**config.mk**
```make
export PLATFORM = sky130hd
export DESIGN_NAME = custom_logic_unit
export DESIGN_NICKNAME = d
export VERILOG_FILES = /design/src/lut_pkg.sv /design/src/table_post.sv /design/src/custom_logic_unit.sv
export VERILOG_INCLUDE_DIRS = /design/src
export SDC_FILE = /design/constraint.sdc
export NUM_CORES = 1
export LEC_CHECK = 0
export ABC_AREA = 1
export BUFFER_PORTS_ARGS = -buffer_cell sky130_fd_sc_hd__buf_2
export CORE_MARGIN = 10
export CORE_UTILIZATION = 45
export CTS_CLUSTER_SIZE = 8
export DETAILED_ROUTE_END_ITERATION = 10
export SLEW_MARGIN = 10
export SYNTH_ARGS = -nofsm -noshare
export SYNTH_HDL_FRONTEND = slang
export SYNTH_SLANG_ARGS = --single-unit
```
**constraint.sdc**
```tcl
create_clock -name core_clk -period 3 [get_ports core_clk]
set_input_delay 0 -clock core_clk [delete_from_list [all_inputs] [get_ports core_clk]]
set_output_delay 0 -clock core_clk [all_outputs]
set_load 0.03 [all_outputs]
```
**src/lut_cfg.svh**
```systemverilog
// Register indices, field positions, codes and reset values of the logic cell array
`ifndef LUT_CFG_SVH
`define LUT_CFG_SVH
`define REG_COUNT        24
`define REG_RESET        8'h00
`define IDX_CTRL_A       6'h00
`define IDX_SEQ_CTRL0    6'h01
`define IDX_SEQ_CTRL1    6'h02
`define IDX_RSVD_A       6'h03
`define IDX_RSVD_B       6'h04
`define IDX_IRQ_CTRL     6'h05
`define IDX_RSVD_C       6'h06
`define IDX_IRQ_FLAGS    6'h07
`define IDX_TBL_BASE     8
`define TBL_STRIDE       4
`define TBL_CTL_A        0
`define TBL_CTL_B        1
`define TBL_CTL_C        2
`define TBL_TRUTH        3
`define CTRLA_ENABLE_BIT 0
`define CTRLA_RUNSTBY_BIT 6
`define TA_ENABLE_BIT    0
`define TA_TABLE_CLOCK_SOURCE_LSB    1
`define TA_FILT_LSB      4
`define TA_EDGE_BIT      7
`define TABLE_CLOCK_SOURCE_ALT       3'h1
`define FILT_OFF         2'h0
`define FILT_SYNC        2'h1
`define FILT_FILTER      2'h2
`define SEQ_DISABLE      4'h0
`define SEQ_DFF          4'h1
`define SEQ_JK           4'h2
`define SEQ_GATED_D_LATCH_MODE       4'h3
`define SEQ_RS           4'h4
`define SENSE_OFF        2'h0
`define SENSE_RISE       2'h1
`define SENSE_FALL       2'h2
`define SENSE_BOTH       2'h3
`define INSEL_MASK       4'h0
`define INSEL_FEEDBACK   4'h1
`define INSEL_LINK       4'h2
`define INSEL_EVENT_A    4'h3
`define INSEL_EVENT_B    4'h4
`define INSEL_PIN        4'h5
`define INSEL_AC0        4'h6
`define INSEL_USART      4'h8
`define INSEL_SPI        4'h9
`define INSEL_TCA        4'hA
`define INSEL_TCB        4'hC
`endif

```
**src/lut_pkg.sv**
```systemverilog
// Types shared by the logic cell array
`default_nettype none
`include "lut_cfg.svh"
package lut_pkg;
  typedef struct packed {
    logic        psel;
    logic        penable;
    logic        pwrite;
    logic [7:0]  paddr;
    logic [31:0] pwdata;
  } apb_req_t;
  typedef struct packed {
    logic        pready;
    logic        pslverr;
    logic [31:0] prdata;
  } apb_rsp_t;
  typedef struct packed {
    logic       ac0;
    logic [1:0] usart_txd;
    logic       spi_mosi;
    logic       spi_sck;
    logic [2:0] tca_wo;
    logic [1:0] tcb_wo;
  } periph_in_t;
  typedef struct packed {
    logic [`REG_COUNT-1:0][7:0] regs;
    logic [3:0][2:0]            pin_s1;
    logic [3:0][2:0]            pin_s2;
    logic [3:0]                 clk_s1;
    logic [3:0]                 clk_s2;
    logic [3:0]                 clk_s3;
    logic [1:0]                 seq_ff;
    logic [3:0]                 out_ff;
    logic                       irq_ff;
    logic                       pready_ff;
    logic                       pslverr_ff;
    logic [31:0]                prdata_ff;
  } core_state_t;
  typedef struct packed {
    logic [2:0] q;
    logic       filt;
    logic       prev;
  } post_state_t;
endpackage
`default_nettype wire

```
**src/table_post.sv**
```systemverilog
// Output synchronizer, glitch filter and rising-edge detector of one table
`default_nettype none
`include "lut_cfg.svh"
module table_post (
  input  wire logic       core_clk,
  input  wire logic       reset,
  input  wire logic       enable,
  input  wire logic       tick,
  input  wire logic       edge_en,
  input  wire logic [1:0] filt_sel,
  input  wire logic       raw,
  output logic            post
);
  lut_pkg::post_state_t st_ff;
  lut_pkg::post_state_t nxt_st;
  logic                 stage;

  always_comb begin
    nxt_st = st_ff;
    if (filt_sel == `FILT_SYNC) begin
      stage = st_ff.q[1];
    end else if (filt_sel == `FILT_FILTER) begin
      stage = st_ff.filt;
    end else begin
      stage = raw;
    end
    if (!enable) begin
      nxt_st = '0;
    end else if (tick) begin
      nxt_st.q = {st_ff.q[1:0], raw};
      if (st_ff.q[2] == st_ff.q[1] && st_ff.q[1] == st_ff.q[0]) begin
        nxt_st.filt = st_ff.q[2];
      end
      nxt_st.prev = stage;
    end
    post = edge_en ? (stage & ~st_ff.prev) : stage;
  end

  always_ff @(posedge core_clk) begin
    if (reset) begin
      st_ff <= '0;
    end else begin
      st_ff <= nxt_st;
    end
  end
endmodule // table_post
`default_nettype wire

```
**src/custom_logic_unit.sv**
```systemverilog
// Four-table programmable logic cell array with sequencers, APB registers
// Contract
// - Three independent input selects per table
// - Feedback input takes pair sequencer output
// - Link input takes next table, wraps
// - Events reach tables directly, two per table
// - Sync option delays output two edges
// - Filter passes stable values, four-edge lag
// - Disabled table clears filter state
// - Edge detector pulses on rising edge
// - Disabled table clears edge detector state
// - Sequencer uses even table clock, select field
// - D and JK sequencers update on edge, latches do not; cleared when disabled
// - D flip-flop: gate loads, else holds
// - JK: hold, clear, set, toggle
// - D latch transparent while gate high
// - RS latch: hold, clear, set
// - Peripheral clock default, alternate selectable
// - Alternate clock is input 2, masked low
// - Flag set on selected output edge
// - Request while any flag set, ORed
// - Standby without run forces clocked outputs low
// - Idle sleep keeps truth decoding running
// - Output is truth bit at input index
// - Sequencer select encoding
// - Interrupt sense encoding
// - Writing one clears a flag
`default_nettype none
`include "lut_cfg.svh"
module custom_logic_unit (
  input  wire logic                core_clk,
  input  wire logic                reset,
  input  wire lut_pkg::apb_req_t   apb_req,
  output var  lut_pkg::apb_rsp_t   apb_rsp,
  input  wire logic [3:0]          event_a,
  input  wire logic [3:0]          event_b,
  input  wire logic [3:0][2:0]     pin_in,
  input  wire lut_pkg::periph_in_t periph_in,
  input  wire logic                standby_sleep,
  output logic [3:0]               table_out,
  output logic                     irq
);
  lut_pkg::core_state_t st_ff;
  lut_pkg::core_state_t nxt_st;
  logic [3:0][2:0]      in_raw;
  logic [3:0][1:0]      filt;
  logic [3:0]           edge_en;
  logic [3:0]           truth_out;
  logic [3:0]           tick;
  logic [3:0]           enab;
  logic [3:0]           alt_sel;
  logic [3:0]           post;
  logic                 stop;

  // ==========================================================
  // Input selection and truth decoding
  always_comb begin
    logic [7:0] ca;
    logic [7:0] cb;
    logic [7:0] cc;
    logic [3:0] code;
    logic [2:0] tidx;
    int         base;
    ca = '0;
    cb = '0;
    cc = '0;
    code = '0;
    tidx = '0;
    base = 0;
    stop = standby_sleep & ~st_ff.regs[`IDX_CTRL_A][`CTRLA_RUNSTBY_BIT];
    in_raw = '0;
    for (int t = 0; t < 4; t++) begin
      base = `IDX_TBL_BASE + t * `TBL_STRIDE;
      ca = st_ff.regs[base + `TBL_CTL_A];
      cb = st_ff.regs[base + `TBL_CTL_B];
      cc = st_ff.regs[base + `TBL_CTL_C];
      for (int y = 0; y < 3; y++) begin
        if (y == 0) begin
          code = cb[3:0];
        end else if (y == 1) begin
          code = cb[7:4];
        end else begin
          code = cc[3:0];
        end
        case (code)
          `INSEL_FEEDBACK: in_raw[t][y] = st_ff.seq_ff[t / 2];
          `INSEL_LINK:     in_raw[t][y] = st_ff.out_ff[(t + 1) % 4];
          `INSEL_EVENT_A:  in_raw[t][y] = event_a[t];
          `INSEL_EVENT_B:  in_raw[t][y] = event_b[t];
          `INSEL_PIN:      in_raw[t][y] = st_ff.pin_s2[t][y];
          `INSEL_AC0:      in_raw[t][y] = periph_in.ac0;
          `INSEL_USART:    in_raw[t][y] = (y < 2) ? periph_in.usart_txd[y[0]] : 1'b0;
          `INSEL_SPI:      in_raw[t][y] = (y < 2) ? periph_in.spi_mosi : periph_in.spi_sck;
          `INSEL_TCA:      in_raw[t][y] = periph_in.tca_wo[y];
          `INSEL_TCB:      in_raw[t][y] = (y < 2) ? periph_in.tcb_wo[y[0]] : 1'b0;
          default:         in_raw[t][y] = 1'b0;
        endcase
      end
      alt_sel[t] = (ca[`TA_TABLE_CLOCK_SOURCE_LSB +: 3] == `TABLE_CLOCK_SOURCE_ALT);
      // Decoder is never gated by sleep state
      tidx = {in_raw[t][2] & ~alt_sel[t], in_raw[t][1], in_raw[t][0]};
      truth_out[t] = st_ff.regs[base + `TBL_TRUTH][tidx];
      tick[t] = alt_sel[t] ? (st_ff.clk_s2[t] & ~st_ff.clk_s3[t]) : ~stop;
      enab[t] = st_ff.regs[`IDX_CTRL_A][`CTRLA_ENABLE_BIT] & ca[`TA_ENABLE_BIT];
      filt[t] = ca[`TA_FILT_LSB +: 2];
      edge_en[t] = ca[`TA_EDGE_BIT];
    end
  end

  // ==========================================================
  // Per-table filter and edge detector
  for (genvar g = 0; g < 4; g++) begin : g_tbl
    table_post u_post (
      .core_clk (core_clk),
      .reset    (reset),
      .enable   (enab[g]),
      .tick     (tick[g]),
      .edge_en  (edge_en[g]),
      .filt_sel (filt[g]),
      .raw      (truth_out[g]),
      .post     (post[g])
    );
  end

  // ==========================================================
  // Sequencers, outputs, flags and register port
  always_comb begin
    logic [3:0] ssel;
    logic [3:0] set;
    logic [1:0] mode;
    logic [5:0] idx;
    logic       j;
    logic       k;
    logic       v;
    logic       fin;
    logic       uses;
    logic       ok;
    logic       access;
    ssel = '0;
    set = '0;
    mode = '0;
    j = 1'b0;
    k = 1'b0;
    v = 1'b0;
    fin = 1'b0;
    uses = 1'b0;
    idx = '0;
    ok = 1'b0;
    access = 1'b0;
    nxt_st = st_ff;
    nxt_st.pin_s1 = pin_in;
    nxt_st.pin_s2 = st_ff.pin_s1;
    nxt_st.clk_s1 = {in_raw[3][2], in_raw[2][2], in_raw[1][2], in_raw[0][2]};
    nxt_st.clk_s2 = st_ff.clk_s1;
    nxt_st.clk_s3 = st_ff.clk_s2;
    for (int p = 0; p < 2; p++) begin
      ssel = st_ff.regs[`IDX_SEQ_CTRL0 + p][3:0];
      j = post[2 * p];
      k = post[2 * p + 1];
      if (!enab[2 * p] || ssel == `SEQ_DISABLE) begin
        nxt_st.seq_ff[p] = 1'b0;
      end else begin
        case (ssel)
          `SEQ_DFF: begin
            if (tick[2 * p] && k) begin
              nxt_st.seq_ff[p] = j;
            end
          end
          `SEQ_JK: begin
            if (tick[2 * p]) begin
              case ({j, k})
                2'b01:   nxt_st.seq_ff[p] = 1'b0;
                2'b10:   nxt_st.seq_ff[p] = 1'b1;
                2'b11:   nxt_st.seq_ff[p] = ~st_ff.seq_ff[p];
                default: nxt_st.seq_ff[p] = st_ff.seq_ff[p];
              endcase
            end
          end
          `SEQ_GATED_D_LATCH_MODE: begin
            if (k) begin
              nxt_st.seq_ff[p] = j;
            end
          end
          `SEQ_RS: begin
            if (j && !k) begin
              nxt_st.seq_ff[p] = 1'b1;
            end else if (k && !j) begin
              nxt_st.seq_ff[p] = 1'b0;
            end
          end
          default: nxt_st.seq_ff[p] = 1'b0;
        endcase
      end
    end
    for (int t = 0; t < 4; t++) begin
      ssel = st_ff.regs[`IDX_SEQ_CTRL0 + t / 2][3:0];
      uses = (filt[t] != `FILT_OFF) | edge_en[t] | (ssel != `SEQ_DISABLE);
      v = (t % 2 == 0 && ssel != `SEQ_DISABLE) ? st_ff.seq_ff[t / 2] : post[t];
      fin = enab[t] & v & ~(stop & uses);
      nxt_st.out_ff[t] = fin;
      mode = st_ff.regs[`IDX_IRQ_CTRL][2 * t +: 2];
      case (mode)
        `SENSE_RISE: set[t] = fin & ~st_ff.out_ff[t];
        `SENSE_FALL: set[t] = ~fin & st_ff.out_ff[t];
        `SENSE_BOTH: set[t] = fin ^ st_ff.out_ff[t];
        default:     set[t] = 1'b0;
      endcase
    end
    access = apb_req.psel & apb_req.penable;
    idx = apb_req.paddr[7:2];
    ok = (apb_req.paddr[1:0] == 2'h0) && (idx < 6'(`REG_COUNT)) && (idx != `IDX_RSVD_A)
         && (idx != `IDX_RSVD_B) && (idx != `IDX_RSVD_C);
    nxt_st.pready_ff = access & ~st_ff.pready_ff;
    if (access && !st_ff.pready_ff) begin
      nxt_st.prdata_ff = ok ? 32'(st_ff.regs[idx]) : 32'h0000_0000;
      nxt_st.pslverr_ff = ~ok;
    end
    if (access && st_ff.pready_ff && apb_req.pwrite && ok) begin
      if (idx == `IDX_IRQ_FLAGS) begin
        nxt_st.regs[idx] = st_ff.regs[idx] & ~apb_req.pwdata[7:0];
      end else begin
        nxt_st.regs[idx] = apb_req.pwdata[7:0];
      end
    end
    // New events win over a clear in the same cycle
    nxt_st.regs[`IDX_IRQ_FLAGS][3:0] = nxt_st.regs[`IDX_IRQ_FLAGS][3:0] | set;
    nxt_st.irq_ff = |nxt_st.regs[`IDX_IRQ_FLAGS][3:0];
  end

  always_ff @(posedge core_clk) begin
    if (reset) begin
      st_ff <= '0;
      st_ff.regs <= {`REG_COUNT{`REG_RESET}};
    end else begin
      st_ff <= nxt_st;
    end
  end

  assign table_out = st_ff.out_ff;
  assign irq = st_ff.irq_ff;
  assign apb_rsp = '{pready: st_ff.pready_ff, pslverr: st_ff.pslverr_ff,
                     prdata: st_ff.prdata_ff};
endmodule // custom_logic_unit
`default_nettype wire

```
* Word level (Yosys, flattened, before mapping)
Cells that the tools add are included.
Word-level totals: register bits after elaboration 289, input port bits 76, logic and storage cells 437
Cells by class: $lt $le $gt $ge 7, eq/ne operators 172, muxes and demuxes 65, bitwise gates (word level) 88, reductions and logical operators 50
Operator list (count):
- 192-bit bitwise mux | 2
- 192-bit 2-to-1 mux | 1
- 4-bit equality test, second input constant | 40
- 4-bit by 3-bit equality test with 1-bit output, second input constant | 38
- 4-bit by 2-bit equality test with 1-bit output, second input constant | 28
- 1-bit one-hot mux with 10 select lines | 8
- 60-bit 2-to-1 mux | 1
- 4-bit by 1-bit equality test with 1-bit output, second input constant | 14
- 8-bit binary-select mux with 5-bit select | 1
- 8-bit demux with 5-bit select | 1
- 1-bit AND | 39
- 1-bit inverter | 34
- 2-bit equality test, second input constant | 16
- 1-bit 2-to-1 mux | 32
- 1-bit one-hot mux with 8 select lines | 4
- 8-bit 2-to-1 mux | 3
- 2-bit by 1-bit equality test with 1-bit output, second input constant | 10
- 1-bit logical AND | 19
- 1-bit one-hot mux with 3 select lines | 6
- 3-bit by 4-bit less-than comparator with 1-bit output, second input constant | 4
- 1-bit binary-select mux with 3-bit select | 4
- 3-bit by 1-bit equality test with 1-bit output, second input constant | 4
- 6-bit by 3-bit inequality test with 1-bit output, second input constant | 2
- 2-bit OR reduction | 6
- 25 further kinds | 65

* Logic depth before layout (Yosys ltp)
Gate-level depths: netlist of the first run.
depth after elaboration 17, depth in mapped cells 25, mapped depth without buffers 25

* Hierarchy
A second synthesis of the first run with hierarchy kept.
Unflattened totals: cell total of the unflattened synthesis 2086, area, all modules 13653.1 um2
By module, submodules not included:
- custom_logic_unit | times used 1, cells an instance 1934, area each 12642.1 um2, seq. area each 4904.7 um2
- table_post | times used 4, cells an instance 38, area each 252.7 um2, seq. area each 100.1 um2

* Least setup slack after synthesis of the first run
Ideal clock, no wire load.
path kind register -> register, start register st_ff[245] (netlist name), end register st_ff (netlist bit irq), arrival 2.368 ns, data required time 2.875 ns, slack 0.506 ns, stages on the path, launching flop included 23, buffers on the path 1, path through dfxtp_1 > buf_2 > inv_1 > nand2_1 > nand3_1 > nand2_1 > nand3_2 > nand2_1 > nand2_1 > nand3_1 > nand3_1 > nand2_1 > nand2_1 > nand2_1 > nand2_1 > nor3_2 > inv_2 > ha_1 > or2_2 > a32oi_1 > nand4_1 > nand2_1 > nand4_1
RTL lines:
- start: declaration | line custom_logic_unit.sv:43 | lut_pkg::core_state_t st_ff;
- start signal: assignment | line custom_logic_unit.sv:235 | st_ff <= nxt_st;

==> results of run 1 <==
-- power by group through the flow --
| stage | clock (uW) | sequential (uW) | combinational (uW) |
|---|---|---|---|
| floorplan | 0 | 3630 | 305 |
| CTS | 4030 | 3560 | 558 |
| finish | 3970 | 3550 | 575 |
| detailed placement | 0 | 3630 | 532 |
| global route | 4160 | 3550 | 598 |
| global placement | 0 | 3630 | 530 |
-- per-stage QoR --
step	hold WS, ps	cells	setup WS (ps)	area (um2)
global route	39.6	2464	-23.6	16000
detailed placement	207	2386	-40.7	14400
CTS	2.18	2459	11.8	15700
floorplan	107	1998	506	13800
finish	14.6	2466	202	16000
global placement	200	2386	62.7	14400
-- registers in the layout (all words and copies together), names as in the netlist --
name,cells
filt,8
nxt_st,20
table_out,4
apb_rsp,10
edge_en,4
irq,1
g_tbl.u_post.st_ff,20
st_ff,198
-- cell usage after synthesis, types with 5 or more instances --
master     count
a221oi_1      12
o2111ai_1     18
nor3_1        17
o21ai_0      121
a22oi_1       32
ha_1          14
nand2_2        5
o211ai_1      11
nand3_1      132
clkbuf_1      31
a211oi_1       7
a31oi_1        6
a21oi_1      214
buf_2         27
o21ai_1       17
o22ai_1       11
nand2_1      415
inv_2         19
nand4_1       32
dfxtp_1      265
nand2_4       13
nand3b_1       7
buf_4         47
nor2_1       186
o31ai_1        7
inv_1        231
buf_6         19
nor2_2         6
-- layout make-up --
cell class	instances	area, um2	share of cell area [%]
diodes	2	5.00	0.0313
clock buffers	41	993	6.22
clock inverters	4	56.3	0.353
inverters	255	971	6.08
multi-input cells	1353	6900	43.2
flip-flops and latches	265	5360	33.5
well taps	390	488	3.06
repair buffers	156	1200	7.54
-- worst max-delay path, cell delays in order, from the launching register on --
cell and delay (ps):
dfxtp_1 310, buf_4 140, nand3_1 70, o21ai_1 80, o21ai_2 260, nand3_4 120, nand2_1 90, nand3_2 70
nand3b_1 100, nand3_1 80, nand2_1 100, nand2_2 80, inv_2 60, o21ai_2 60, nor2_2 180, ha_1 270
a311oi_2 310, a21oi_1 70, nand3_1 90, nand2_1 70, nand4_1 100
-- placed cells by master (no fill, tap or decap), drive strengths merged, types with 3 or more instances in the layout --
cell         count
nand2          433
dfxtp          265
inv            256
a21oi          214
nor2           196
o21ai          142
nand3          133
buf            128
clkbuf          41
nand4           33
a22oi           32
dlygate4sd3     28
conb            24
nor3            19
o2111ai         18
ha              14
a221oi          13
o22ai           11
o211ai          11
o31ai            9
nand3b           7
a211oi           7
a31oi            6
xnor2            4
or2              4
nor4             3
o21bai           3
-- cell families (layout without fill, tap and decap cells) --
logic type / count (synthesis) / count (layout) / synth area share, %
xor+xnor: 4 / 4 / 0.255
compound gates: 480 / 480 / 20.2
simple gates: 831 / 831 / 26.5
flops: 265 / 265 / 38.6
fa+ha+maj: 14 / 14 / 1.27
other cells: 1 / 26 / 0.0273
buf+inv: 380 / 456 / 13.1
-- worst max-delay path by stage --
stage	end	cells past startpoint	start
after floorplan	irq	22	st_ff[245]
after global placement	irq	21	st_ff[246]
after detailed placement	irq	21	st_ff[245]
after CTS	irq	21	st_ff[246]
after global routing	irq	19	st_ff[215]
final	irq	20	st_ff[181]
-- metal layers --
| metal | vias to the layer above | GRT usage, % |
|---|---|---|
| met4 | 0 | 9.97 |
| met2 | 620 | 39.3 |
| met1 | 6507 | 31.8 |
| li1 | 6662 | - |
| met3 | 119 | 4.97 |
| met5 | - | 0 |
-- repair_timing --
item | 4_1_cts | 5_1_grt
hold endpoints to repair | 43 | 0
hold buffers | 28 | 0
gates resized for setup | 3 | 91
setup endpoints to repair | 2 | 7
pin swaps | 0 | 22
buffers inserted | 0 | 6
gates cloned | 0 | 0
==> reports/metrics.cfg, run 1 <==
[floorplanning]
initial_utilization_pct = 46.0
die-area_um2 = 37900
die_w_um = 195
core-area_um2 = 29900
pin_count = 115
core.rowCount = 63
die_h_um = 195

[synth]
yosys.area.top_type = dfxtp_1
synthArstFlopShare_pct = 0
synth_cell_types = 59
synth_area_leaders = dfxtp_1, nand2_1, a21oi_1
yosysTopAreaCellShare_pct = 38.6
syn_avg_cell_area_um2 = 6.96
synth-edff-count = 0
synth_seq_cells = 265
yosys_warnings = 0
synth_area_um2 = 13700
synth_cells = 1975
synth_ff_type = dfxtp_1
synth_seq_area_share_pct = 38.6

[sta]
slew_headroom_pct = 46.8
fin_crit_ps = 2800
setup_violations = 0
slew_violations = 0
tns_ps = 0
period_share_pct = 93.3
hold_viol = 0
fmax_mhz = 357
rsz0062_at_grt = true
tightest_slew_ps = 793
finClkSkew_ps = 16.7

[cells_and_area]
drive_gt1_share_pct = 15.2
fillers = 2999
area_growth_pct = 16.2
nNetsFinal = 2160
post-route-util_pct = 53.5

[cts]
clkSinkCount = 265
clockBufferDepth = 3
cts_buffers = 39
clk-insertion-delay-late_ps = 530
cts_tree = built
htree_num_levels = 2
clkTransAtPathRegs_ps = 50
cts_root_buffer = clkbuf_16

[critical_path]
r2r-start = st_ff[181]
cp-start-kind = register
crit_required_ps = 3460
critPathKind = reg2reg
critPathMaxFanout = 4
r2r-end = irq
reg2regPathDepth = 20
crit_path_end_kind = register
cp.arrival_ps = 3260
r2r_setup_slack_ps = 200

[pwr]
switching_share_pct = 24.6
p_leak_uw = 0.00665
power.switching_uw = 1990
power.clock.fraction_pct = 49.0
comb_power_share_pct = 7.1
power.total_uw = 8100
p_int_uw = 6100
vdd_drop_max_v = 0.000551
p_per_area_nw_per_um2 = 507
p_seq_share_pct = 43.9

[worst_hold_path]
holdPathEnd = nxt_st[45]
hold_class = in2reg
min_from = event_b[0]
whs_path_depth = 5

[flow_run]
max-cap-violations = 0

[route]
wl_per_cell_um = 20.0
dr_total_vias = 13900
routed_wl_um = 49300
drtIter0Drc = 1335
drc = 0
viasPerCell = 5.64
wl_met3_um = 4380
met1_length_um = 20800
ant_nets = 0
dr.pass1.iters = 6
top_layer_used = met4
wl_met2_um = 22100

[grt]
antenna_found_initial = 1
grt_overflow = 0
grt_pass1_wl_um = 74600
grtUsageTotal_pct = 24.6
grt_pass1_vias = 13000
grt_max_degree = 155

[place]
dp_hpwl_um = 35500
gp_congestion = 0.954
numPortBuffers = 66

[outcome]
status = completed

Power figures use the tool's default switching activity.
==> run 2, diff against run 1 <==
- GPL_TIMING_DRIVEN: unset -> 0
==> reports/metrics.cfg, run 2 (synthesis gave the netlist of run 1 again) <==
[outcome]
status = finished with violations
violations = negative setup slack

[critical_path]
cp.arrival_ps = 3550
r2r_setup_slack_ps = -100
crit_path_end_kind = register
critPathKind = reg2reg
critPathMaxFanout = 3
cp-start-kind = register
crit_required_ps = 3440

[floorplanning]
core-area_um2 = 29900
pin_count = 115
initial_utilization_pct = 46.0
die_h_um = 195
core.rowCount = 63
die_w_um = 195
die-area_um2 = 37900

[cells_and_area]
multi_input_area_um2 = 7000
area_growth_pct = 19.9
nNetsFinal = 2241
largest_register = st_ff
final_common_cell = nand2_1
mostFrequentLayoutCells = nand2_1, dfxtp_1, inv_1, a21oi_1, nor2_1
fillers = 2954
drive_gt1_share_pct = 18.1
largest_reg_flops = 198
regArea_um2 = 5360

[sta]
setup_violations = 2
slew_headroom_pct = 18.8
slew_violations = 0
tns_ps = -125
period_share_pct = 103
fmax_mhz = 322
fin_ws_ps = -104
fin_crit_ps = 3100
hold_viol = 0
tightest_slew_ps = 1220
finClkSkew_ps = 31.6
rsz0062_at_grt = true

[pwr]
p_per_area_nw_per_um2 = 495
p_leak_uw = 0.00694
vdd_drop_max_v = 0.000362
power.total_uw = 8150

[cts]
htree_num_levels = 2
cts_buffers = 39
cts_root_buffer = clkbuf_16
clkTransAtPathRegs_ps = 50
cts_tree = built
clkSinkCount = 265
clk-insertion-delay-late_ps = 540
clockBufferDepth = 3

[grt]
grtUsageTotal_pct = 28.2
grt_overflow = 0
antenna_found_initial = 1
grt_pass1_vias = 13600
grt_max_degree = 11
grt_pass1_wl_um = 83400

[place]
gp_congestion = 1.01
numPortBuffers = 62
dp_hpwl_um = 41400

[worst_hold_path]
hold_class = in2reg

[route]
dr.pass1.iters = 8
drtIter0Drc = 1560
ant_nets = 0
drc = 0
wl_per_cell_um = 22.3
viasPerCell = 5.75
routed_wl_um = 56700
dr_total_vias = 14600

[flow_run]
max-cap-violations = 0

[run 2: changes by cell type in the layout (fill, tap and decap cells not counted), sizes merged]
cell	change
buf	+54
clkbuf	+32
dlygate4sd3	-4
inv	-4
clkinvlp	+3
bufinv	-1
clkinv	+1
diode	-1
[run 2: report_power, final]
group	leakage, uW	switching (uW)	internal, uW
clock network	0.000507	1620	2350
logic	0.00427	474	152
registers	0.00216	9.85	3540
total	0.00694	2100	6050
[run 2: per-stage QoR]
stage / area [um2] / utilization [%] / std cells / hold slack [ps] / setup slack (ps)
global route: 16500 / 55.1 / 2546 / 117 / -243
CTS: 16100 / 54.0 / 2530 / 29.3 / -7.68
detailed placement: 14600 / 49.0 / 2450 / 209 / -763
floorplan: 13800 / - / 1998 / 107 / 506
global placement: 14600 / 49.0 / 2450 / 200 / -732
finish: 16500 / 55.1 / 2546 / 30.0 / -104
[run 2: critical path: stages, from the launching register on]
cell	delay, ps
dfxtp_4	360
clkinvlp_4	230
a22oi_2	250
o21ai_1	70
nand2_1	80
nand4_1	120
nand3b_1	350
nand3_2	140
nand2_2	60
nand2_2	80
inv_2	50
o21ai_2	70
nor2_2	60
ha_1	280
a311oi_2	430
a21oi_1	80
nand3_1	100
nand2_1	70
nand4_1	150
[run 2: what timing repair did]
action                                  in CTS  in global routing
pin swaps                                   17                 29
gates cloned                                 0                  0
endpoints found under the setup margin       7                  7
setup buffers                               11                 15
gates resized for setup                     54                 84
hold buffers                                24                  0
hold endpoints to repair                    35                  0
[run 2: layer usage]
layer	GRT usage, %	up-vias	share of wire (%)
met5	0	-	0
met4	13.2	0	5.1
met3	5.61	165	9.1
met2	44.3	743	44
met1	36.5	6906	41
li1	-	6834	-
[run 2: path summary, 6_finish.rpt]
kind,startpoint,endpoint,cells past startpoint
max,table_out[2],irq,18
min,event_b[0],nxt_st[45],5
max reg2reg,table_out[2],irq,18
min reg2reg,nxt_st[53],st_ff[53],2
[run 2: final cells by class]
| cell class | instances | share of cell area [%] |
|---|---|---|
| clock inverters | 3 | 0.198 |
| multi-input cells | 1353 | 42.5 |
| plain buffers | 125 | 5.20 |
| clock buffers | 42 | 6.12 |
| inverters | 255 | 5.93 |
| well taps | 390 | 2.96 |
| diodes | 1 | 0.0152 |
| flip-flops and latches | 265 | 32.5 |
| repair buffers | 112 | 4.55 |
